===== config.mk =====
export PLATFORM = sky130hd
export DESIGN_NAME = hvio_protect_status
export DESIGN_NICKNAME = d
export VERILOG_FILES = /design/src/design/hvio_pkg.sv /design/src/design/hvio_sync2.sv /design/src/design/hvio_persist.sv /design/src/design/hvio_protect_status.sv
export SDC_FILE = /design/constraint.sdc
export NUM_CORES = 1
export LEC_CHECK = 0
export ABC_AREA = 1
export BUFFER_PORTS_ARGS = -buffer_cell sky130_fd_sc_hd__buf_4
export CORE_MARGIN = 4
export CORE_UTILIZATION = 40
export CTS_BUF_LIST = sky130_fd_sc_hd__clkbuf_16
export CTS_CLUSTER_DIAMETER = 150
export CTS_CLUSTER_SIZE = 40
export DETAILED_ROUTE_END_ITERATION = 6
export GPL_ROUTABILITY_DRIVEN = 0
export HOLD_SLACK_MARGIN = 0.06
export SLEW_MARGIN = 20
export SYNTH_ARGS = -nofsm -noshare
export SYNTH_HDL_FRONTEND = slang
export SYNTH_SLANG_ARGS = --single-unit

===== constraint.sdc =====
create_clock -name clk -period 4.1 [get_ports clk]
set_clock_uncertainty 0.05 [all_clocks]
set_input_delay 0 -clock clk [delete_from_list [all_inputs] [get_ports clk]]
set_output_delay 0 -clock clk [all_outputs]
set_load 0.005 [all_outputs]

===== src/design/hvio_pkg.sv =====
// constants and carrier types for the high voltage pin protection and status block
package hvio_pkg;
  localparam int unsigned CLK_HZ = 20_000_000;
  localparam int unsigned CLK_PER_US = CLK_HZ / 1_000_000;
  localparam int unsigned CLK_PER_MS = CLK_HZ / 1_000;

  // times in their printed units
  localparam int unsigned SHORT_FAST_US = 20;
  localparam int unsigned SHORT_WAKE_US = 400;
  localparam int unsigned SER_LAT_US = 10;
  localparam int unsigned WAKE_TIMEOUT_MS = 1300;

  // cycle counts at the clock rate (least times round up, rates divide evenly here)
  localparam int unsigned SHORT_FAST_CYC = SHORT_FAST_US * CLK_PER_US;
  localparam int unsigned SHORT_WAKE_CYC = SHORT_WAKE_US * CLK_PER_US;
  localparam int unsigned SER_LAT_CYC = SER_LAT_US * CLK_PER_US;
  localparam int unsigned WAKE_TIMEOUT_CYC = WAKE_TIMEOUT_MS * CLK_PER_MS;
  localparam int unsigned LAT_W = 8;

  // register selects on the command port
  localparam logic [1:0] SEL_CFG_ZERO = 2'h0;
  localparam logic [1:0] SEL_CFG_ONE = 2'h1;
  localparam logic [1:0] SEL_STATUS = 2'h2;
  localparam logic [1:0] SEL_MONITOR = 2'h3;

  // reset values
  localparam logic [7:0] CFG_ZERO_RST = 8'h00;
  localparam logic [7:0] CFG_ONE_RST = 8'h00;
  localparam logic [7:0] STATUS_RST = 8'h00;

  // hv_config_one fields
  localparam int unsigned C1_PULLUP = 0;
  localparam int unsigned C1_TMO_DIS = 1;
  localparam int unsigned C1_PASSIVE = 2;
  localparam int unsigned C1_REENABLE = 3;
  localparam int unsigned C1_IN_EN = 4;

  // hv_config_zero fields
  localparam int unsigned C0_UV_EN = 3;
  localparam int unsigned C0_WAKE = 4;
  localparam int unsigned C0_TSD_OFF = 7;

  // hv_event_status fields
  localparam int unsigned ST_WAKE_SC = 0;
  localparam int unsigned ST_TEST_SC = 1;
  localparam int unsigned ST_BUS_SC = 2;
  localparam int unsigned ST_THERMAL = 3;
  localparam int unsigned ST_WAKE_EDGE = 4;
  localparam int unsigned ST_UV = 5;

  // hv_level_monitor fields
  localparam int unsigned MON_WAKE_SC = 0;
  localparam int unsigned MON_TEST_SC = 1;
  localparam int unsigned MON_BUS_SC = 2;
  localparam int unsigned MON_THERMAL = 3;
  localparam int unsigned MON_UV = 4;
  localparam int unsigned MON_TEST_LVL = 5;
  localparam int unsigned MON_WAKE_LVL = 7;

  typedef struct packed {
    logic valid;
    logic write;
    logic [1:0] sel;
    logic [7:0] data;
  } hvio_cmd_t;

  typedef struct packed {
    logic wakeLvl;
    logic testLvl;
    logic busShort;
    logic testShort;
    logic wakeShort;
    logic thermal;
    logic underVolt;
  } hvio_sense_t;
endpackage


===== src/design/hvio_sync2.sv =====
// two flip-flop synchroniser, one per bit
`timescale 1ns/100ps
module hvio_sync2 #(
  parameter int unsigned W = 1
) (
  // clock and reset
  input wire logic clk,
  input wire logic rst,
  // asynchronous in, synchronised out
  input wire logic [W-1:0] d,
  output logic [W-1:0] q
);
  generate
    if (W < 1) begin : gChk
      $error("hvio_sync2 needs W >= 1");
    end
    for (genvar i = 0; i < W; i++) begin : gBit
      logic meta_q;
      logic stable_q;
      always_ff @(posedge clk) begin
        if (rst) begin
          meta_q <= 1'b0;
          stable_q <= 1'b0;
        end else begin
          meta_q <= d[i];
          stable_q <= meta_q;
        end
      end
      assign q[i] = stable_q;
    end
  endgenerate
endmodule


===== src/design/hvio_persist.sv =====
// persistence filter: reports a level only after it has held COUNT cycles
`timescale 1ns/100ps
module hvio_persist #(
  parameter int unsigned COUNT = 400
) (
  // clock and reset
  input wire logic clk,
  input wire logic rst,
  // raw condition and filtered detect
  input wire logic level,
  output logic detect_q
);
  localparam int unsigned CW = $clog2(COUNT + 1);

  logic [CW-1:0] cnt_q;
  logic [CW-1:0] cnt_d;
  logic detect_d;

  generate
    if (COUNT < 1) begin : gChk
      $error("hvio_persist needs COUNT >= 1");
    end
  endgenerate

  always_comb begin
    cnt_d = cnt_q;
    detect_d = detect_q;
    if (!level) begin
      cnt_d = '0;
      detect_d = 1'b0;
    end else if (cnt_q == CW'(COUNT - 1)) begin
      detect_d = 1'b1;
    end else begin
      cnt_d = cnt_q + 1'b1;
    end
  end

  always_ff @(posedge clk) begin
    if (rst) begin
      cnt_q <= '0;
      detect_q <= 1'b0;
    end else begin
      cnt_q <= cnt_d;
      detect_q <= detect_d;
    end
  end
endmodule


===== src/design/hvio_protect_status.sv =====
// protection, status and wake pin control for the high voltage pins
`timescale 1ns/100ps
module hvio_protect_status #(
  parameter int unsigned WAKE_SHORT_CYC = hvio_pkg::SHORT_WAKE_CYC,
  parameter int unsigned WAKE_TIMEOUT_CYC = hvio_pkg::WAKE_TIMEOUT_CYC
) (
  // clock and reset
  input wire logic clk,
  input wire logic rst,
  // serial command port and data port
  input wire hvio_pkg::hvio_cmd_t cmd,
  output logic cmdBusy_q,
  output logic cmdAck_q,
  output logic [7:0] dataPort_q,
  // raw pin sense and analog comparators
  input wire hvio_pkg::hvio_sense_t sense,
  // wake pin drive
  output logic wakePinOut_q,
  output logic wakePinOeN_q,
  output logic wakePullup_q,
  // driver enables and configuration to analog
  output logic busDrvOn_q,
  output logic testDrvOn_q,
  output logic [7:0] cfgZero_q,
  output logic [7:0] cfgOne_q,
  // interrupt line
  output logic hvIrq_q
);
  localparam int unsigned TMO_W = $clog2(WAKE_TIMEOUT_CYC + 1);
  localparam int SER_DLY = hvio_pkg::SER_LAT_CYC;

  generate
    if (WAKE_SHORT_CYC < 1 || WAKE_TIMEOUT_CYC < 2 || hvio_pkg::SER_LAT_CYC < 2) begin : gChk
      $error("hvio_protect_status counts too small");
    end
  endgenerate

  typedef enum logic {HVIO_IDLE, HVIO_WAIT} hvio_state_t;

  hvio_pkg::hvio_sense_t syn;
  logic busDet, testDet, wakeDet;

  hvio_sync2 #(.W(7)) uSync (.clk(clk), .rst(rst), .d(sense), .q(syn));
  hvio_persist #(.COUNT(hvio_pkg::SHORT_FAST_CYC)) uBusSc (
    .clk(clk), .rst(rst), .level(syn.busShort), .detect_q(busDet));
  hvio_persist #(.COUNT(hvio_pkg::SHORT_FAST_CYC)) uTestSc (
    .clk(clk), .rst(rst), .level(syn.testShort), .detect_q(testDet));
  hvio_persist #(.COUNT(WAKE_SHORT_CYC)) uWakeSc (
    .clk(clk), .rst(rst), .level(syn.wakeShort), .detect_q(wakeDet));

  hvio_state_t state_q, state_d;
  hvio_pkg::hvio_cmd_t pend_q, pend_d;
  logic [hvio_pkg::LAT_W-1:0] latCnt_q, latCnt_d;
  logic [TMO_W-1:0] tmoCnt_q, tmoCnt_d;
  logic [7:0] cfgZero_d, cfgOne_d, dataPort_d;
  logic cmdBusy_d, cmdAck_d, hvIrq_d;
  logic wakePinOut_d, wakePinOeN_d, wakePullup_d;
  logic busDrvOn_d, testDrvOn_d, wakeDrvOn_q, wakeDrvOn_d;
  logic wakeSc_q, wakeSc_d, testSc_q, testSc_d, busSc_q, busSc_d;
  logic thermal_q, thermal_d, wakeEdge_q, wakeEdge_d;
  logic shortPend_q, shortPend_d, otherPend_q, otherPend_d;
  logic wakePrev_q, testPrev_q, busDetPrev_q, testDetPrev_q, wakeDetPrev_q;
  logic thermPrev_q, uvPrev_q;
  logic inEn, uvOn, edgeWake, edgeTest, busEvt, testEvt, wakeEvt, thermEvt, uvEvt;
  logic anyEvt, reWrite, rdStatus;
  logic [7:0] statusNow, statusNext, monitorNow;

  always_comb begin
    inEn = cfgOne_q[hvio_pkg::C1_IN_EN];
    uvOn = syn.underVolt & cfgZero_q[hvio_pkg::C0_UV_EN];
    edgeWake = inEn & (syn.wakeLvl ^ wakePrev_q);
    edgeTest = inEn & (syn.testLvl ^ testPrev_q);
    busEvt = busDet & ~busDetPrev_q;
    testEvt = testDet & ~testDetPrev_q;
    wakeEvt = wakeDet & ~wakeDetPrev_q;
    thermEvt = syn.thermal & ~thermPrev_q;
    uvEvt = uvOn & ~uvPrev_q;
    anyEvt = edgeWake | edgeTest | busEvt | testEvt | wakeEvt | thermEvt | uvEvt;
    statusNow = {2'b00, uvOn, wakeEdge_q, thermal_q, busSc_q, testSc_q, wakeSc_q};
    monitorNow = '0;
    monitorNow[hvio_pkg::MON_WAKE_LVL] = syn.wakeLvl & inEn;
    monitorNow[hvio_pkg::MON_TEST_LVL] = syn.testLvl & inEn;
    monitorNow[hvio_pkg::MON_UV] = uvOn;
    monitorNow[hvio_pkg::MON_THERMAL] = syn.thermal;
    monitorNow[hvio_pkg::MON_BUS_SC] = busDet;
    monitorNow[hvio_pkg::MON_TEST_SC] = testDet;
    monitorNow[hvio_pkg::MON_WAKE_SC] = wakeDet;

    state_d = state_q;
    pend_d = pend_q;
    latCnt_d = latCnt_q;
    tmoCnt_d = tmoCnt_q;
    cfgZero_d = cfgZero_q;
    cfgOne_d = cfgOne_q;
    dataPort_d = dataPort_q;
    cmdAck_d = 1'b0;
    busDrvOn_d = busDrvOn_q;
    testDrvOn_d = testDrvOn_q;
    wakeDrvOn_d = wakeDrvOn_q;
    wakeSc_d = wakeSc_q;
    testSc_d = testSc_q;
    busSc_d = busSc_q;
    thermal_d = thermal_q;
    wakeEdge_d = wakeEdge_q;
    shortPend_d = shortPend_q;
    otherPend_d = otherPend_q;
    reWrite = 1'b0;
    rdStatus = 1'b0;

    // timeout runs first so a same-cycle write of the wake bit wins
    if (cfgZero_q[hvio_pkg::C0_WAKE] && !cfgOne_q[hvio_pkg::C1_TMO_DIS]) begin
      if (tmoCnt_q == TMO_W'(WAKE_TIMEOUT_CYC - 1)) begin
        cfgZero_d[hvio_pkg::C0_WAKE] = 1'b0;
        tmoCnt_d = '0;
      end else begin
        tmoCnt_d = tmoCnt_q + 1'b1;
      end
    end else begin
      tmoCnt_d = '0;
    end

    // command port: every access completes after the serial latency
    unique case (state_q)
      HVIO_IDLE: begin
        if (cmd.valid) begin
          pend_d = cmd;
          latCnt_d = hvio_pkg::LAT_W'(hvio_pkg::SER_LAT_CYC - 2);
          state_d = HVIO_WAIT;
        end
      end
      HVIO_WAIT: begin
        if (latCnt_q != '0) begin
          latCnt_d = latCnt_q - 1'b1;
        end else begin
          state_d = HVIO_IDLE;
          cmdAck_d = 1'b1;
          if (pend_q.write) begin
            if (pend_q.sel == hvio_pkg::SEL_CFG_ZERO) begin
              cfgZero_d = pend_q.data;
            end else if (pend_q.sel == hvio_pkg::SEL_CFG_ONE) begin
              cfgOne_d = pend_q.data;
              cfgOne_d[hvio_pkg::C1_REENABLE] = 1'b0;
              reWrite = pend_q.data[hvio_pkg::C1_REENABLE];
            end
          end else begin
            rdStatus = (pend_q.sel == hvio_pkg::SEL_STATUS);
            unique case (pend_q.sel)
              hvio_pkg::SEL_CFG_ZERO: dataPort_d = cfgZero_q;
              hvio_pkg::SEL_CFG_ONE: dataPort_d = cfgOne_q;
              hvio_pkg::SEL_STATUS: dataPort_d = statusNow;
              hvio_pkg::SEL_MONITOR: dataPort_d = monitorNow;
            endcase
          end
        end
      end
    endcase

    // clears first, then sets, so a same-cycle event is kept
    if (rdStatus) begin
      busSc_d = 1'b0;
      testSc_d = 1'b0;
      wakeEdge_d = 1'b0;
      otherPend_d = 1'b0;
    end
    if (reWrite) begin
      busDrvOn_d = 1'b1;
      testDrvOn_d = 1'b1;
      wakeDrvOn_d = 1'b1;
      shortPend_d = 1'b0;
      busSc_d = 1'b0;
      wakeSc_d = 1'b0;
      thermal_d = 1'b0;
    end
    if (edgeWake) begin
      wakeEdge_d = 1'b1;
    end
    if (edgeWake || edgeTest || thermEvt || uvEvt) begin
      otherPend_d = 1'b1;
    end
    if (thermEvt) begin
      thermal_d = 1'b1;
      if (!cfgZero_q[hvio_pkg::C0_TSD_OFF]) begin
        busDrvOn_d = 1'b0;
        testDrvOn_d = 1'b0;
        wakeDrvOn_d = 1'b0;
      end
    end
    if (busEvt) begin
      busSc_d = 1'b1;
      shortPend_d = 1'b1;
      if (!cfgOne_q[hvio_pkg::C1_PASSIVE]) begin
        busDrvOn_d = 1'b0;
      end
    end
    if (testEvt) begin
      testSc_d = 1'b1;
      shortPend_d = 1'b1;
      testDrvOn_d = 1'b0;
    end
    if (wakeEvt) begin
      wakeSc_d = 1'b1;
      shortPend_d = 1'b1;
      wakeDrvOn_d = 1'b0;
    end

    statusNext = {2'b00, uvOn, wakeEdge_d, thermal_d, busSc_d, testSc_d, wakeSc_d};
    // the snapshot overrides a read finishing in the same cycle
    if (anyEvt) begin
      dataPort_d = statusNext;
    end
    hvIrq_d = shortPend_d | otherPend_d;
    wakePinOut_d = cfgZero_d[hvio_pkg::C0_WAKE] & wakeDrvOn_d;
    wakePinOeN_d = ~wakePinOut_d;
    wakePullup_d = cfgOne_d[hvio_pkg::C1_PULLUP];
    cmdBusy_d = (state_d == HVIO_WAIT);
  end

  always_ff @(posedge clk) begin
    if (rst) begin
      state_q <= HVIO_IDLE;
      pend_q <= '0;
      latCnt_q <= '0;
      tmoCnt_q <= '0;
      cfgZero_q <= hvio_pkg::CFG_ZERO_RST;
      cfgOne_q <= hvio_pkg::CFG_ONE_RST;
      dataPort_q <= hvio_pkg::STATUS_RST;
      cmdAck_q <= 1'b0;
      cmdBusy_q <= 1'b0;
      hvIrq_q <= 1'b0;
      busDrvOn_q <= 1'b1;
      testDrvOn_q <= 1'b1;
      wakeDrvOn_q <= 1'b1;
      wakePinOut_q <= 1'b0;
      wakePinOeN_q <= 1'b1;
      wakePullup_q <= 1'b0;
      {wakeSc_q, testSc_q, busSc_q, thermal_q, wakeEdge_q} <= '0;
      {shortPend_q, otherPend_q} <= '0;
      {wakePrev_q, testPrev_q, busDetPrev_q, testDetPrev_q} <= '0;
      {wakeDetPrev_q, thermPrev_q, uvPrev_q} <= '0;
    end else begin
      state_q <= state_d;
      pend_q <= pend_d;
      latCnt_q <= latCnt_d;
      tmoCnt_q <= tmoCnt_d;
      cfgZero_q <= cfgZero_d;
      cfgOne_q <= cfgOne_d;
      dataPort_q <= dataPort_d;
      cmdAck_q <= cmdAck_d;
      cmdBusy_q <= cmdBusy_d;
      hvIrq_q <= hvIrq_d;
      busDrvOn_q <= busDrvOn_d;
      testDrvOn_q <= testDrvOn_d;
      wakeDrvOn_q <= wakeDrvOn_d;
      wakePinOut_q <= wakePinOut_d;
      wakePinOeN_q <= wakePinOeN_d;
      wakePullup_q <= wakePullup_d;
      {wakeSc_q, testSc_q, busSc_q, thermal_q, wakeEdge_q} <=
        {wakeSc_d, testSc_d, busSc_d, thermal_d, wakeEdge_d};
      {shortPend_q, otherPend_q} <= {shortPend_d, otherPend_d};
      {wakePrev_q, testPrev_q, busDetPrev_q, testDetPrev_q} <=
        {syn.wakeLvl, syn.testLvl, busDet, testDet};
      {wakeDetPrev_q, thermPrev_q, uvPrev_q} <= {wakeDet, syn.thermal, uvOn};
    end
  end
endmodule


-- Word-level counts from Yosys, hierarchy flattened
Index checks and enable logic that the tools add are counted.
- bits in registers: 137
- input bits: 21
- muxes and demuxes: 56
- equal/unequal tests: 11
- reductions and logical operators: 20
- $add $sub $neg: 5
- bitwise operators: 34
- operators with widths (kind ; count):
    1-bit two-way mux ; 43
    8-bit case mux with 4 select lines ; 1
    25-bit by 1-bit adder with 25-bit output, second input constant ; 1
    25-bit equality test, second input constant ; 1
    6-bit two-way mux ; 4
    5-bit two-way mux ; 4
    9-bit by 1-bit adder with 9-bit output, second input constant ; 2
    9-bit equality test, second input constant ; 2
    8-bit two-way mux ; 2
    8-bit case mux with 2 select lines ; 1
    1-bit NOT ; 14
    13-bit by 1-bit adder with 13-bit output, second input constant ; 1
    13-bit equality test, second input constant ; 1
    1-bit bitwise AND ; 11
    2-bit OR reduction ; 5
    8-bit nonzero test ; 1
    8-bit by 1-bit subtractor with 8-bit output, second input constant ; 1
    1-bit OR ; 7
    3-bit AND reduction ; 2
    5-bit AND reduction ; 1
    2-bit equality test, second input constant ; 2
    2-bit by 1-bit inequality test with 1-bit output, second input constant ; 2
    2-bit inequality test, second input constant ; 2
    2-bit AND reduction ; 2
    other kinds (10) ; 13

-- Longest topological paths before layout
- word-level depth: 12
- mapped depth: 11

-- Hierarchy
A second synthesis with hierarchy kept.
- cell total of the unflattened synthesis: 885
- area, all modules: 6258.5 sq um
- by module, submodules not included (module ; instances ; cells an instance ; area each (sq um)):
    hvio_protect_status ; 1 ; 574 ; 4028.9
    hvio_persist at uBusSc ... ; 2 ; 74 ; 523.0
    hvio_persist at uWakeSc ; 1 ; 113 ; 734.5
    hvio_sync2 ; 1 ; 50 ; 449.2

-- Worst setup path before layout
No wires, ideal clock.
- kind: flip-flop to flip-flop
- start: register tmoCnt_q[0]
- end: register tmoCnt_q[15]
- data required time: 3.935 ns
- period minus slack after synthesis: 1.490 ns
- arrival time: 1.325 ns
- setup slack: 2.610 ns
- path buffers: 1
- stages on the path, launching flop included: 10
- cell sequence: dfxtp_1 > ha_1 > nand3_2 > inv_1 > nand4_1 > nor2_1 > nand2_1 > nand2_1 > buf_4 > nor2_1
- cells in the longest elaborated chain, start to end: 2
- RTL lines (element ; line ; text):
    start, declared ; hvio_protect_status.sv:54 ; logic [TMO_W-1:0] tmoCnt_q, tmoCnt_d;
    start signal, assigned ; hvio_protect_status.sv:244 ; tmoCnt_q <= tmoCnt_d;
    branches (longest 2 deep; another with 25-bit by 1-bit adder with 25-bit output) ; - ;
Parallel ways; which one is timed is not known.
A chain may end at the register's enable or synchronous reset.

-- Worst setup path in the final report
- start: register tmoCnt_q[0]
- end: register tmoCnt_q[18]
The elaborated chain is that of the path after synthesis.

==> impl_metrics.json <==
{
  "status": "finished clean",
  "dieArea_um2": 16700,
  "vdd_drop_max_mv": 0.294,
  "yosysSeqAreaShare": 0.465,
  "start_util": 0.407,
  "maxSlewViolCount": 0,
  "cts_resized": 0,
  "rrSetupSlack_ns": 2.09,
  "clkSinkCount": 137,
  "synth-seq-cells": 137,
  "post-dp-hpwl_um": 9590,
  "slew_headroom": 0.463,
  "io_buffer_count": 51,
  "final_layout_size_suffix_gt1_frac": 0.136,
  "timing.rr.start": "tmoCnt_q[0]$_SDFF_PP0_",
  "syn-cell-area_um2": 5890,
  "critical_path_class": "reg -> reg",
  "synth_top_area_cell": "dfxtp_1",
  "n_fill_cell": 1431,
  "grt_overflow": 0,
  "period_share": 0.491,
  "firstDrtPassIters": 4,
  "antenna_left": 0,
  "finalHoldViolCount": 0,
  "die_h_um": 129,
  "setup_violations": 0,
  "p_leak_uw": 0.00294,
  "crit_arrival_ns": 2.22,
  "synth_top_cell_area_share": 0.465,
  "end_kind": "flop",
  "cts-root-buf": "clkbuf_16",
  "async_flop_share": 0,
  "max_clock_freq_ghz": 0.497,
  "dp_cells": 1008,
  "yosys-top-cells-count": "dfxtp_1, nand2_1, nor2_1",
  "syn-num-nets": 814,
  "clk_latency_ns": 0.41,
  "synth_edf_count": 0,
  "startpoint": "tmoCnt_q[0]$_SDFF_PP0_",
  "grt_antenna_before_repair": 0,
  "critPathMaxFanout": 24,
  "n_antenna_cell": 0,
  "yosysWarnings": 0,
  "area_growth_pct": 24.2,
  "track_usage": 0.169,
  "synth_flop_cell": "dfxtp_1",
  "min_period_ns": 2.01,
  "required_ns": 4.31,
  "die_width_um": 129,
  "rsz0062_at_grt": "false",
  "postSynthAreaPerCell_um2": 7.49,
  "min_path_type": "in -> reg",
  "detail_route.wirelength_um": 13400,
  "cts_max_level": 4,
  "ys_types": 46,
  "tns_ns": 0,
  "core_um2": 14500,
  "maxCapViolations": 0,
  "finalCoreUtilization": 0.505,
  "cts.hold.buffers_added": 26,
  "vias": 5146,
  "post_cts_buffers": 0,
  "wl_per_cell_um": 12.6,
  "grt_pass1_wl_um": 22700,
  "cts_tree": "built",
  "drc": 0,
  "yosysMostFrequentCell": "dfxtp_1",
  "rows": 44,
  "finalNetCount": 896,
  "layout.cells.non_filler": 1064,
  "grt_max_degree": 42,
  "synth_cells": 787,
  "cts_buffer_depth": 2,
  "first_global_vias": 4863,
  "powerDensity_nw_per_um2": 449,
  "holdCritStartpoint": "cmd[11]",
  "ios": 53,
  "tightestPinTransition_ns": 0.804,
  "worst_setup_path_start_kind": "flop",
  "vias_per_cell": 4.84,
  "drt_iter0_markers": 342,
  "clk_pin_slew_ns": 0.06,
  "cts_buffers": 17,
  "synth.area.top_cells": "dfxtp_1, nand2_1, nor2_1"
}
[cell families after synthesis]
group / count (synthesis) / synth area share
xor+xnor: 20 / 0.0297
flops: 137 / 0.465
buf+inv: 122 / 0.0832
compound gates: 141 / 0.126
simple gates: 360 / 0.282
other cells: 1 / 0.000636
fa+ha+maj: 6 / 0.0127
[final cells by class]
cell class	instances	area, µm²	share of cell area
clock buffers	17	425	0.0581
clock inverters	13	205	0.0280
flip-flops and latches	137	2740	0.375
well taps	184	230	0.0315
multi-input cells	528	2660	0.363
repair buffers	78	651	0.0889
inverters	107	403	0.0551
[state kept, by name, indices dropped and copies added, names as in the netlist, 8 cells and up]
| signal | count |
|---|---|
| tmoCnt_q | 25 |
| uWakeSc.cnt_q | 13 |
| pend_q | 11 |
| uBusSc.cnt_q | 9 |
| uTestSc.cnt_q | 9 |
| cfgZero_q | 8 |
| dataPort_q | 8 |
| latCnt_q | 8 |
[metrics by stage]
| step | total power, µW | instance area, µm² | worst slack [ns] | hold WS, ns |
|---|---|---|---|---|
| 6_report | 3280 | 7320 | 2.09 | 0.218 |
| 3_3_place_gp | 1670 | 6420 | 2.03 | 0.153 |
| 4_1_cts | 3330 | 7320 | 2.02 | 0.217 |
| 3_5_place_dp | 1670 | 6420 | 2.02 | 0.157 |
| 2_1_floorplan | 1590 | 5890 | 2.61 | 0.0162 |
| 5_1_grt | 3430 | 7320 | 1.79 | 0.267 |
[worst max-delay path: stages, from the launching register on]
cell     delay [ns]
dfxtp_1        0.36
ha_1           0.21
nand3_2        0.14
inv_1          0.08
nand4_1        0.07
nor2_1         0.14
nand2_1        0.08
nand2_1        0.60
nor3_1         0.13
[layout by cell type, fill, tap and decap left out, types with 3 or more instances in the layout]
cell type,Yosys,routed
o21ai_0,49,49
nand3_1,44,44
clkinvlp_4,0,4
xor2_1,8,8
a31oi_1,5,5
a21oi_1,70,70
nand2_2,6,6
or2_2,4,4
nand4_1,17,17
nor3_1,8,8
clkbuf_16,0,17
nand2_4,3,3
nand2_1,136,136
nand3_2,4,4
nor2_1,113,113
bufinv_16,0,5
buf_4,4,52
or2_0,4,4
inv_1,102,103
xnor2_1,12,12
nor2_4,3,3
dlygate4sd3_1,0,26
ha_1,6,6
a211oi_1,3,3
nor2_2,9,9
inv_2,3,3
dfxtp_1,137,137
o21ai_1,6,6
[final timing paths]
| kind | endpoint | cells past startpoint |
|---|---|---|
| worst max-delay path | tmoCnt_q[18]$_SDFF_PP0_ | 8 |
| worst min-delay path | latCnt_q[4]$_SDFFE_PP0P_ | 4 |
| worst max register to register | tmoCnt_q[18]$_SDFF_PP0_ | 8 |
| worst min register to register | uSync.gBit[0].stable_q$_SDFF_PP0_ | 2 |
[report_power, final]
group	switching (µW)	leakage (µW)	total, µW	internal, µW
registers	28.8	0.00111	1400	1370
clock network	559	0.000296	1630	1070
logic	155	0.00153	256	101
[layer usage]
| metal | up-vias | part of all wire | wire length [µm] | track usage |
|---|---|---|---|---|
| met5 | - | 0 | 0 | 0 |
| li1 | 2711 | - | - | - |
| met4 | 0 | 0.014 | 184 | 0.0568 |
| met3 | 16 | 0.037 | 499 | 0.0507 |
| met2 | 84 | 0.46 | 6170 | 0.268 |
| met1 | 2335 | 0.49 | 6530 | 0.221 |
Note: power is estimated with default switching activity, not from simulation.
